<file path="src/rtl/logic_unit_pkg.sv">
/*
  constants, field layout and carrier types of the two-operand logic and compare unit.
  assumes operands are signed fixed point values with FRAC_W fraction bits.
*/
package logic_unit_pkg;
  localparam int DATA_W = 16;
  localparam int FRAC_W = 8;
  localparam int ADDR_W = 12;
  localparam int OP_W = 4;
  localparam int EXT_W = DATA_W + 2;
  // one half at FRAC_W fraction bits
  localparam logic signed [DATA_W-1:0] LEVEL_HALF = 16'sh0080;

  typedef struct packed {
    logic signed [DATA_W-1:0] value;
    logic good;
  } operand_s;

  typedef struct packed {
    logic value;
    logic good;
  } result_s;

  typedef logic [OP_W-1:0] op_t;
  localparam op_t OP_OFF = 4'h0;
  localparam op_t OP_AND = 4'h1;
  localparam op_t OP_OR = 4'h2;
  localparam op_t OP_XOR = 4'h3;
  localparam op_t OP_LATCH = 4'h4;
  localparam op_t OP_EQ = 4'h5;
  localparam op_t OP_NE = 4'h6;
  localparam op_t OP_GT = 4'h7;
  localparam op_t OP_LT = 4'h8;
  localparam op_t OP_GE = 4'h9;
  localparam op_t OP_LE = 4'hA;

  // bit 1 is the value, bit 0 marks status bad
  typedef logic [1:0] fall_t;
  localparam fall_t FALLBACK_LOW_VALID = 2'h0;
  localparam fall_t FALLBACK_LOW_INVALID = 2'h1;
  localparam fall_t FALLBACK_HIGH_VALID = 2'h2;
  localparam fall_t FALLBACK_HIGH_INVALID = 2'h3;
  localparam int FALL_VALUE_BIT = 1;
  localparam int FALL_BAD_BIT = 0;

  localparam logic [ADDR_W-1:0] CTRL_OFS = 12'h000;
  localparam logic [ADDR_W-1:0] HYST_OFS = 12'h004;
  localparam logic [ADDR_W-1:0] STAT_OFS = 12'h008;

  localparam int CTRL_OP_LSB = 0;
  localparam int CTRL_INV1_BIT = 4;
  localparam int CTRL_INV2_BIT = 5;
  localparam int CTRL_FALL_LSB = 6;
  localparam int CTRL_W = 8;
  localparam logic [CTRL_W-1:0] CTRL_RESET = 8'h00;
  localparam logic [DATA_W-1:0] HYST_RESET = 16'h0000;

  localparam int STAT_OUT_BIT = 0;
  localparam int STAT_GOOD_BIT = 1;
  localparam int STAT_G1_BIT = 2;
  localparam int STAT_G2_BIT = 3;
  localparam int STAT_L1_BIT = 4;
  localparam int STAT_L2_BIT = 5;

  typedef enum logic [2:0] {
    LAT_FOLLOW = 3'b001,
    LAT_ARMED = 3'b010,
    LAT_HELD = 3'b100
  } latch_state_e;
endpackage : logic_unit_pkg

</file>
<file path="src/rtl/dual_operand_logic_unit.sv">
/*
  two-operand logic and compare unit with apb register access.
  assumes operands come from logic on core_clk with a good flag each,
  and an apb master on the same clock.
*/
// Overview of operation
// - output is one bit; each operand is high at or above one half
// - each operand has its own invert setting
// - operation off performs no function; output stays low
// - and: high only when both levels are high
// - or: high when either or both levels are high
// - xor: high when exactly one level is high
// - latch: while operand two high, output follows operand one
// - latch: after two falls, take next transition of one, hold it
// - equal: high when both values are equal
// - unequal: high when values differ
// - greater: high when value one strictly exceeds value two
// - less: high when value one is strictly below value two
// - greater or equal: high when value one not below value two
// - less or equal: high when value one does not exceed value two
// - a bad operand forces output value and status from fallback select
// - comparisons hold their result within a hysteresis band h
// - equality ignores hysteresis
// - a good or bad status accompanies the output value
`timescale 1ns/1ps
module dual_operand_logic_unit
  import logic_unit_pkg::*;
(
  input wire logic core_clk,
  input wire logic resetn,
  input wire operand_s operand_one,
  input wire operand_s operand_two,
  input wire logic psel,
  input wire logic penable,
  input wire logic pwrite,
  input wire logic [ADDR_W-1:0] paddr,
  input wire logic [31:0] pwdata,
  output logic [31:0] prdata,
  output logic pready,
  output logic pslverr,
  output result_s result
);
  function automatic logic signed [EXT_W-1:0] ext(input logic signed [DATA_W-1:0] v);
    ext = {{2{v[DATA_W-1]}}, v};
  endfunction : ext

  logic [CTRL_W-1:0] ctrl_r;
  logic [DATA_W-1:0] hyst_r;
  logic [31:0] prdata_r;
  result_s result_r;
  result_s result_nxt;
  logic cmp_r;
  logic cmp_nxt;
  logic lvl1_prev_r;
  latch_state_e lat_r;
  latch_state_e lat_nxt;
  logic lat_out_nxt;

  wire op_t op = ctrl_r[CTRL_OP_LSB +: OP_W];
  wire fall_t fall_sel = ctrl_r[CTRL_FALL_LSB +: 2];
  wire inv1 = ctrl_r[CTRL_INV1_BIT];
  wire inv2 = ctrl_r[CTRL_INV2_BIT];
  logic lvl1;
  logic lvl2;

  operand_level u_level_one (
    .value(operand_one.value),
    .invert(inv1),
    .level(lvl1)
  );

  operand_level u_level_two (
    .value(operand_two.value),
    .invert(inv2),
    .level(lvl2)
  );

  // apb decode
  wire sel_ctrl = (paddr == CTRL_OFS);
  wire sel_hyst = (paddr == HYST_OFS);
  wire sel_stat = (paddr == STAT_OFS);
  wire mapped = sel_ctrl | sel_hyst | sel_stat;
  wire access = psel & penable;
  wire setup = psel & ~penable;
  wire wr_ok = access & pwrite & (sel_ctrl | sel_hyst);
  logic [31:0] stat_word;

  always_comb begin
    stat_word = 32'h00000000;
    stat_word[STAT_OUT_BIT] = result_r.value;
    stat_word[STAT_GOOD_BIT] = result_r.good;
    stat_word[STAT_G1_BIT] = operand_one.good;
    stat_word[STAT_G2_BIT] = operand_two.good;
    stat_word[STAT_L1_BIT] = lvl1;
    stat_word[STAT_L2_BIT] = lvl2;
  end

  wire [31:0] rd_word = sel_ctrl ? {24'h000000, ctrl_r} :
                        sel_hyst ? {16'h0000, hyst_r} :
                        sel_stat ? stat_word : 32'h00000000;

  // read data is captured in the setup cycle, so no wait state is needed
  assign pready = access;
  assign pslverr = access & (~mapped | (pwrite & sel_stat));
  assign prdata = prdata_r;

  always_ff @(posedge core_clk or negedge resetn) begin
    if (!resetn) begin
      prdata_r <= 32'h00000000;
    end else if (setup) begin
      prdata_r <= pwrite ? 32'h00000000 : rd_word;
    end
  end

  always_ff @(posedge core_clk or negedge resetn) begin
    if (!resetn) begin
      ctrl_r <= CTRL_RESET;
      hyst_r <= HYST_RESET;
    end else if (wr_ok) begin
      if (sel_ctrl) begin
        ctrl_r <= pwdata[CTRL_W-1:0];
      end
      if (sel_hyst) begin
        hyst_r <= pwdata[DATA_W-1:0];
      end
    end
  end

  // comparison operands widened so that b - h and b + h cannot wrap
  wire signed [EXT_W-1:0] a_x = ext(operand_one.value);
  wire signed [EXT_W-1:0] b_x = ext(operand_two.value);
  wire signed [EXT_W-1:0] h_x = {2'b00, hyst_r};
  wire signed [EXT_W-1:0] b_lo = b_x - h_x;
  wire signed [EXT_W-1:0] b_hi = b_x + h_x;
  wire hyst_zero = (hyst_r == HYST_RESET);
  wire a_eq = (a_x == b_x);
  wire a_gt = (a_x > b_x);
  wire a_lt = (a_x < b_x);
  wire drop_lo = hyst_zero | (a_x < b_lo);
  wire drop_hi = hyst_zero | (a_x > b_hi);
  wire is_cmp = (op == OP_GT) | (op == OP_LT) | (op == OP_GE) | (op == OP_LE);

  always_comb begin
    cmp_nxt = cmp_r;
    unique case (op)
      OP_GT: begin
        if (a_gt) cmp_nxt = 1'b1;
        else if (drop_lo) cmp_nxt = 1'b0;
      end
      OP_GE: begin
        if (!a_lt) cmp_nxt = 1'b1;
        else if (drop_lo) cmp_nxt = 1'b0;
      end
      OP_LT: begin
        if (a_lt) cmp_nxt = 1'b1;
        else if (drop_hi) cmp_nxt = 1'b0;
      end
      OP_LE: begin
        if (!a_gt) cmp_nxt = 1'b1;
        else if (drop_hi) cmp_nxt = 1'b0;
      end
      default: cmp_nxt = 1'b0;
    endcase
  end

  always_comb begin
    lat_nxt = lat_r;
    lat_out_nxt = result_r.value;
    unique case (lat_r)
      LAT_FOLLOW: begin
        if (lvl2) lat_out_nxt = lvl1;
        else lat_nxt = LAT_ARMED;
      end
      LAT_ARMED: begin
        if (lvl2) begin
          lat_out_nxt = lvl1;
          lat_nxt = LAT_FOLLOW;
        end else if (lvl1 != lvl1_prev_r) begin
          lat_out_nxt = lvl1;
          lat_nxt = LAT_HELD;
        end
      end
      LAT_HELD: begin
        if (lvl2) begin
          lat_out_nxt = lvl1;
          lat_nxt = LAT_FOLLOW;
        end
      end
      default: lat_nxt = LAT_FOLLOW;
    endcase
  end

  wire both_good = operand_one.good & operand_two.good;

  always_comb begin
    result_nxt.good = 1'b1;
    unique case (op)
      OP_AND: result_nxt.value = lvl1 & lvl2;
      OP_OR: result_nxt.value = lvl1 | lvl2;
      OP_XOR: result_nxt.value = lvl1 ^ lvl2;
      OP_LATCH: result_nxt.value = lat_out_nxt;
      OP_EQ: result_nxt.value = a_eq;
      OP_NE: result_nxt.value = ~a_eq;
      OP_GT, OP_LT, OP_GE, OP_LE: result_nxt.value = cmp_nxt;
      default: result_nxt.value = 1'b0;
    endcase
    if (!both_good) begin
      result_nxt.value = fall_sel[FALL_VALUE_BIT];
      result_nxt.good = ~fall_sel[FALL_BAD_BIT];
    end
  end

  // the latch and band keep updating from the operand values while an operand is bad
  always_ff @(posedge core_clk or negedge resetn) begin
    if (!resetn) begin
      lat_r <= LAT_FOLLOW;
      lvl1_prev_r <= 1'b0;
      cmp_r <= 1'b0;
    end else begin
      lat_r <= (op == OP_LATCH) ? lat_nxt : LAT_FOLLOW;
      lvl1_prev_r <= lvl1;
      cmp_r <= cmp_nxt;
    end
  end

  always_ff @(posedge core_clk or negedge resetn) begin
    if (!resetn) begin
      result_r <= '{value: 1'b0, good: 1'b1};
    end else begin
      result_r <= result_nxt;
    end
  end

  assign result = result_r;
endmodule : dual_operand_logic_unit

</file>
<file path="src/rtl/operand_level.sv">
/*
  threshold and optional inversion of one operand into a logic level.
  assumes a value already on core_clk; purely combinational.
*/
`timescale 1ns/1ps
module operand_level
  import logic_unit_pkg::*;
(
  input wire logic signed [DATA_W-1:0] value,
  input wire logic invert,
  output logic level
);
  logic at_or_above_half;

  assign at_or_above_half = (value >= LEVEL_HALF);
  assign level = at_or_above_half ^ invert;
endmodule : operand_level

</file>
<file path="config.mk">
export PLATFORM = sky130hd
export DESIGN_NAME = dual_operand_logic_unit
export DESIGN_NICKNAME = d
export VERILOG_FILES = /design/src/rtl/logic_unit_pkg.sv /design/src/rtl/dual_operand_logic_unit.sv /design/src/rtl/operand_level.sv
export SDC_FILE = /design/constraint.sdc
export NUM_CORES = 1
export LEC_CHECK = 0
export BUFFER_PORTS_ARGS = -buffer_cell sky130_fd_sc_hd__buf_2
export CORE_MARGIN = 10
export CORE_UTILIZATION = 25
export CTS_BUF_LIST = sky130_fd_sc_hd__clkbuf_8
export CTS_CLUSTER_SIZE = 30
export DETAILED_ROUTE_END_ITERATION = 8
export GPL_ROUTABILITY_DRIVEN = 0
export GPL_TIMING_DRIVEN = 0
export PLACE_DENSITY = 0.55
export SYNTH_ARGS = -nofsm -noshare
export SYNTH_HDL_FRONTEND = slang
export SYNTH_SLANG_ARGS = --single-unit
</file>
<file path="constraint.sdc">
create_clock -name core_clk -period 7.2 [get_ports core_clk]
set_input_delay 0.36 -clock core_clk [delete_from_list [all_inputs] [get_ports core_clk]]
set_output_delay 0.36 -clock core_clk [all_outputs]
set_load 0.02 [all_outputs]
</file>
==> impl_metrics.py, run 1 <==
metrics = {
    "placed_design": {
        "dp.final_hpwl_um": 13400,
        "portBuffers": 86,
        "postPlaceCellArea_sq_um": 5940,
    },
    "global_route": {
        "globalRouteOverflowTotal": 0,
        "grt_start_max_net_pins": 48,
        "antenna_found_initial": 1,
        "global_route.usage.total": 0.115,
        "grt_pass1_wl_um": 24700,
        "first_global_vias": 4581,
    },
    "floorplan": {
        "core.rowCount": 52,
        "dieHeight_um": 163,
        "die_area_sq_um": 26600,
        "io_pins": 119,
        "dieWidth_um": 163,
        "placeableCoreArea_sq_um": 20200,
        "initial_utilization": 0.254,
    },
    "clocking": {
        "source_to_sink_clock_delay_at_the_later_pin_of_the_worst_skew_pair_ns": 0.30,
        "cts_sinks": 47,
        "worst_setup_hold_path_clk_slew_ns": 0.09,
        "postCtsResizedCells": 0,
        "clock_tree.htree_level_count": 2,
        "cts_inserted_buffers": 5,
        "cts_post_setup_buffers_inserted": 0,
        "ctsLongestPathBuffers": 2,
        "clock_tree_from_tritoncts": "built",
        "hold_buffers": 0,
        "clock_tree.root_cell": "sky130_fd_sc_hd__clkbuf_8",
    },
    "power": {
        "leakagePower_nw": 2.99,
        "power_density_nw_per_um2": 115,
        "vdd.ir_drop.worst_mv": 0.0640,
    },
    "critical_path": {
        "worst_ep_arrival_time_ns": 4.75,
        "worst_setup_path_class": "register to register",
        "critical_path_peak_fanout": 4,
        "r2r_worst_path_depth": 18,
        "r2r_start": "hyst_r[0]$_DFFE_PN0P_",
        "crit_path_end_kind": "register",
        "critical_path.startpoint": "hyst_r[0]$_DFFE_PN0P_",
        "r2r_end": "result[1]$_DFFE_PN0P_",
        "critical_path.endpoint": "result[1]$_DFFE_PN0P_",
        "ff2ff_setup_slack_ns": 2.64,
        "timing.critical_path.required_ns": 7.40,
        "crit_path_start_kind": "register",
    },
    "synth": {
        "yosys.cell_count.top_type": "sky130_fd_sc_hd__ha_1",
        "async_s_r_ff_share_synth": 1.00,
        "synthDominantAreaCellType": "sky130_fd_sc_hd__dfrtp_1",
        "synth_top_cells_by_count": "sky130_fd_sc_hd__ha_1 (86), sky130_fd_sc_hd__inv_1 (59), sky130_fd_sc_hd__a21oi_1 (48), sky130_fd_sc_hd__nand2_1 (48), sky130_fd_sc_hd__dfrtp_1 (45)",
        "synth_enable_flop_cells": 0,
        "synth.cell_area_sq_um": 5120,
        "post_synth_main_area_contributors": "sky130_fd_sc_hd__dfrtp_1 (22%), sky130_fd_sc_hd__ha_1 (21%), sky130_fd_sc_hd__a21oi_1 (4.7%)",
        "synthDominantCellAreaShare": 0.220,
        "yosys_warnings": 0,
        "post_synth.cell_area_avg_sq_um": 8.46,
        "syn_inst": 605,
        "post_synth_num_cell_types": 64,
        "synthFlopType": "sky130_fd_sc_hd__dfrtp_1",
        "yosys_reg_bits": 47,
        "ys_seq_area_frac": 0.230,
    },
    "drt": {
        "route.detailed.drc": 0,
        "drt_first_iter_violations": 239,
        "route.detailed.wl_per_inst_um": 15.6,
        "length_of_the_first_detailed_routing_pass_in_iterations": 4,
        "vias_per_cell": 4.61,
        "vias": 4543,
        "ant_nets": 0,
        "wirelength_um": 15400,
    },
    "layout": {
        "layout.nets": 884,
        "nFillCells": 2204,
        "area_delta_synth_final_pct": 18.8,
        "drive_gt1_frac": 0.200,
        "final_cell_area_sq_um": 6080,
    },
    "timing": {
        "grt_setup_unrepaired": "no",
        "maxClockFrequency_ghz": 0.219,
        "worstMarginPinSlew_ns": 1.07,
        "timing.final.max_slew_violations": 0,
        "final_period_minus_worst_setup_slack_ns": 4.56,
        "finalHoldViolCount": 0,
        "setup-violations-final": 0,
        "fin_tns_setup_ns": 0,
        "timing.clock.skew_ns": 0.0107,
        "min_period_over_period": 0.633,
        "slew_headroom": 0.289,
    },
    "job": {
        "max_cap_violations": 0,
    },
    "worst_hold_path": {
        "hold_class": "input port to asynchronous set/reset pin",
    },
    "status": {
        "outcome": "finished clean",
    },
}
==> worst min-delay path by stage <==
stage	startpoint	to	slack, ns	depth (start not counted)
after global placement	ctrl_r[6]$_DFFE_PN0P_	result[0]$_DFF_PN1_	0.41	1
final	resetn	prdata[6]$_DFFE_PN0P_	0.25	1
after global routing	pwdata[11]	hyst_r[11]$_DFFE_PN0P_	0.27	3
after CTS	pwdata[14]	hyst_r[14]$_DFFE_PN0P_	0.26	3
after detailed placement	ctrl_r[6]$_DFFE_PN0P_	result[0]$_DFF_PN1_	0.41	1
after floorplan	resetn	cmp_r$_DFF_PN0_	0.06	0
==> cells by family (layout without fill, tap and decap cells) <==
kind of cell / Yosys count / after routing / synth area share
compound gates: 159 / 159 / 0.204
fa+ha+maj: 88 / 88 / 0.218
buf+inv: 92 / 186 / 0.0888
other cells: 1 / 17 / 0.000733
flops: 47 / 47 / 0.230
mux: 14 / 14 / 0.0293
xor+xnor: 32 / 32 / 0.0548
simple gates: 172 / 172 / 0.174
==> layout make-up <==
type / instances / area (sq um) / share of cell area
inverters: 59 / 221 / 0.0364
plain buffers: 33 / 233 / 0.0383
clock buffers: 5 / 68.8 / 0.0113
multi-input cells: 481 / 3540 / 0.583
flip-flops and latches: 47 / 1180 / 0.194
well taps: 270 / 338 / 0.0556
repair buffers: 86 / 430 / 0.0708
diodes: 1 / 2.50 / 0.000412
clock inverters: 3 / 63.8 / 0.0105
==> worst max-delay path, stage by stage, from the launching register on <==
cell and delay, ns:
sky130_fd_sc_hd__dfrtp_1 0.44, sky130_fd_sc_hd__ha_1 0.21, sky130_fd_sc_hd__inv_1 0.06, sky130_fd_sc_hd__fa_1 0.42, sky130_fd_sc_hd__a211oi_1 0.35, sky130_fd_sc_hd__o21a_1 0.22
sky130_fd_sc_hd__o31ai_1 0.14, sky130_fd_sc_hd__o211ai_1 0.22, sky130_fd_sc_hd__a21oi_1 0.12, sky130_fd_sc_hd__o21ai_1 0.23, sky130_fd_sc_hd__mux2i_1 0.21, sky130_fd_sc_hd__o2111ai_1 0.15
sky130_fd_sc_hd__ha_1 0.34, sky130_fd_sc_hd__a2111oi_0 0.44, sky130_fd_sc_hd__nand2_1 0.16, sky130_fd_sc_hd__o21ai_0 0.20, sky130_fd_sc_hd__a21oi_1 0.06, sky130_fd_sc_hd__a211o_1 0.30
sky130_fd_sc_hd__o22a_1 0.18
==> sequential cells by signal, summed over array words and instances, names as in the netlist <==
name / cells
ctrl_r: 8
prdata: 16
cmp_r: 1
lvl1_prev_r: 1
hyst_r: 16
result: 2
lat_r: 3
==> where the power goes <==
group | switching (W) | leakage, nW | internal [W] | total (W)
sequential | 0.000000924 | 0.555 | 0.000265 | 0.000266
clock | 0.0000897 | 0.0695 | 0.000137 | 0.000227
combinational | 0.000119 | 2.37 | 0.0000896 | 0.000208
==> stage by stage <==
| step | instances | hold WS (ns) | setup WS, ns | util | power (W) |
|---|---|---|---|---|---|
| final | 985 | 0.247 | 2.64 | 0.301 | 0.000701 |
| after global routing | 985 | 0.266 | 2.17 | 0.301 | 0.000747 |
| after CTS | 984 | 0.265 | 2.65 | 0.301 | 0.000707 |
| after detailed placement | 976 | 0.411 | 2.61 | 0.295 | 0.000479 |
| after global placement | 976 | 0.407 | 2.62 | 0.295 | 0.000477 |
| after floorplan | 620 | 0.0644 | 3.39 | - | 0.000410 |
==> per-layer routing <==
metal	wire (um)	global-route usage	up-vias	part of all wire
met1	7340	0.157	2070	0.48
met4	161	0.0205	0	0.010
met5	0	0	-	0
met3	771	0.0191	13	0.050
li1	-	-	2347	-
met2	7140	0.187	113	0.46
==> cell usage in the layout (no fill, tap or decap), types with 12 or more instances in the layout <==
cell	count
sky130_fd_sc_hd__nor2b_1	13
sky130_fd_sc_hd__nor2_1	30
sky130_fd_sc_hd__a21oi_1	48
sky130_fd_sc_hd__ha_1	86
sky130_fd_sc_hd__nor4_1	14
sky130_fd_sc_hd__buf_2	86
sky130_fd_sc_hd__nand2_1	48
sky130_fd_sc_hd__o21ai_0	38
sky130_fd_sc_hd__buf_4	17
sky130_fd_sc_hd__dfrtp_1	45
sky130_fd_sc_hd__conb_1	16
sky130_fd_sc_hd__nor3_1	12
sky130_fd_sc_hd__inv_1	60
sky130_fd_sc_hd__xnor2_1	24
Note: power is estimated with default switching activity, not from simulation.
==> run 2, diff against run 1 <==
==> constraint.sdc (replaced) <==
create_clock -name core_clk -period 4.8 [get_ports core_clk]
set_input_delay 0.24 -clock core_clk [delete_from_list [all_inputs] [get_ports core_clk]]
set_output_delay 0.24 -clock core_clk [all_outputs]
set_load 0.02 [all_outputs]
==> impl_metrics.py, run 2 (synthesis gave the netlist of run 1 again) <==
metrics = {
    "status": {
        "outcome": "finished clean",
    },
    "clocking": {
        "clock_tree.htree_level_count": 2,
        "worst_setup_hold_path_clk_slew_ns": 0.09,
        "hold_buffers": 0,
        "clock_tree_from_tritoncts": "built",
        "cts_sinks": 47,
        "cts_inserted_buffers": 5,
        "clock_tree.root_cell": "sky130_fd_sc_hd__clkbuf_8",
        "source_to_sink_clock_delay_at_the_later_pin_of_the_worst_skew_pair_ns": 0.30,
        "ctsLongestPathBuffers": 2,
    },
    "global_route": {
        "grt_pass1_wl_um": 24700,
        "global_route.usage.total": 0.115,
        "grt_start_max_net_pins": 48,
        "globalRouteOverflowTotal": 0,
        "antenna_found_initial": 1,
        "first_global_vias": 4581,
    },
    "timing": {
        "post-route-worst-setup-slack_ns": 0.300,
        "finalHoldViolCount": 0,
        "final_period_minus_worst_setup_slack_ns": 4.50,
        "slew_headroom": 0.285,
        "timing.clock.skew_ns": 0.0111,
        "timing.final.max_slew_violations": 0,
        "worstMarginPinSlew_ns": 1.07,
        "setup-violations-final": 0,
        "grt_setup_unrepaired": "no",
        "maxClockFrequency_ghz": 0.222,
        "min_period_over_period": 0.937,
        "fin_tns_setup_ns": 0,
    },
    "layout": {
        "area_delta_synth_final_pct": 19.0,
        "multiInputGateArea_sq_um": 3550,
        "nFillCells": 2204,
        "final_cells": 985,
        "drive_gt1_frac": 0.203,
        "final_cell_area_sq_um": 6090,
        "sequential_cell_area_sq_um": 1180,
        "layout.nets": 884,
        "final_cell_mix": "sky130_fd_sc_hd__ha_1 (86), sky130_fd_sc_hd__buf_2 (86), sky130_fd_sc_hd__inv_1 (60), sky130_fd_sc_hd__a21oi_1 (48), sky130_fd_sc_hd__nand2_1 (48)",
    },
    "worst_hold_path": {
        "hold_class": "input port to asynchronous set/reset pin",
    },
    "power": {
        "intPower_w": 0.000738,
        "comb_power_share": 0.298,
        "leakagePower_nw": 3.00,
        "netSwitchingFraction": 0.299,
        "vdd.ir_drop.worst_mv": 0.0960,
        "finalPower_w": 0.00105,
        "clock_power_share": 0.324,
        "power_density_nw_per_um2": 173,
        "switching_power_w": 0.000315,
        "pwr-share-seq": 0.378,
    },
    "floorplan": {
        "placeableCoreArea_sq_um": 20200,
        "io_pins": 119,
        "core.rowCount": 52,
        "die_area_sq_um": 26600,
        "dieWidth_um": 163,
        "dieHeight_um": 163,
        "initial_utilization": 0.254,
    },
    "drt": {
        "length_of_the_first_detailed_routing_pass_in_iterations": 4,
        "wirelength_um": 15400,
        "ant_nets": 0,
        "route.detailed.wl_per_inst_um": 15.7,
        "route.detailed.drc": 0,
        "drt_first_iter_violations": 210,
        "vias": 4508,
        "vias_per_cell": 4.58,
    },
    "critical_path": {
        "critical_path_peak_fanout": 4,
        "path_cells": "ha_1 -> fa_1 -> nor2b_4 -> o311ai_4 -> a211oi_2 -> o31a_1 -> a221oi_2 -> o21ai_2 -> a21oi_2 -> xnor2_1 -> ha_1 -> nand4_1 -> nor3_1 -> o31ai_1 -> o211ai_1 -> nand3_1 -> a211o_1 -> o22a_1",
        "ff2ff_setup_slack_ns": 0.30,
        "worst_ep_arrival_time_ns": 4.70,
        "crit_path_start_kind": "register",
        "cp_slowest_stage_delay_ns": 0.44,
        "timing.critical_path.required_ns": 5.00,
        "most_frequent_cp_cell": "sky130_fd_sc_hd__ha_1",
        "crit_path_end_kind": "register",
        "worst_setup_path_class": "register to register",
        "timing.critical_path.slowest_stage_cell": "sky130_fd_sc_hd__dfrtp_1",
    },
    "placed_design": {
        "dp.cells": 976,
        "portBuffers": 86,
        "postPlaceCellArea_sq_um": 5940,
        "dp.final_hpwl_um": 13400,
        "dp_worst_setup_slack_ns": 0.275,
    },
    "job": {
        "max_cap_violations": 0,
    },
}
run 2: layout make-up:
type | instances | share of cell area
multi-input cells | 481 | 0.583
flip-flops and latches | 47 | 0.194
repair buffers | 86 | 0.0707
well taps | 270 | 0.0555
plain buffers | 33 | 0.0382
inverters | 59 | 0.0364
clock buffers | 5 | 0.0113
clock inverters | 3 | 0.0105
diodes | 1 | 0.000411
run 2: power by group through the flow:
stage / Sequential, W / Clock, W / Combinational (W)
after floorplan: 0.000407 / 0 / 0.000208
after CTS: 0.000399 / 0.000347 / 0.000314
after global routing: 0.000399 / 0.000365 / 0.000359
after detailed placement: 0.000406 / 0 / 0.000313
final: 0.000399 / 0.000341 / 0.000314
after global placement: 0.000406 / 0 / 0.000310
run 2: per-stage QoR:
stage,util,hold WS (ns)
floorplan,-,-0.0556
global placement,0.295,0.407
detailed placement,0.295,0.411
CTS,0.301,0.145
global route,0.302,0.146
finish,0.302,0.129
run 2: critical path, delay by kind of cell (launching register included):
family	cells	cell delay [ns]
compound gates	10	2.14
fa+ha+maj	3	0.94
simple gates	4	0.78
flops	1	0.44
xor+xnor	1	0.09
run 2: path summary, 6_finish.rpt:
check                      depth (start not counted)                endpoint                  start
max reg2reg                                       18   result[1]$_DFFE_PN0P_  hyst_r[0]$_DFFE_PN0P_
max                                               18   result[1]$_DFFE_PN0P_  hyst_r[0]$_DFFE_PN0P_
min                                                1   result[1]$_DFFE_PN0P_                 resetn
min in group core_clk                              3  hyst_r[14]$_DFFE_PN0P_             pwdata[14]
min reg2reg                                        1     result[0]$_DFF_PN1_  ctrl_r[6]$_DFFE_PN0P_
max in group asynchronous                          1  prdata[12]$_DFFE_PN0P_                 resetn
run 2: per-layer routing:
layer,track usage,up-vias,routed length (um)
met5,0,-,0
met4,0.0205,0,111
met3,0.0191,10,777
met2,0.187,107,7220
met1,0.157,2042,7320
li1,-,2349,-
run 2: repair_timing:
action | 4_1_cts | 5_1_grt
setup buffers | 0 | 0
gates resized for setup | 0 | 4
setup endpoints to repair | 0 | 2
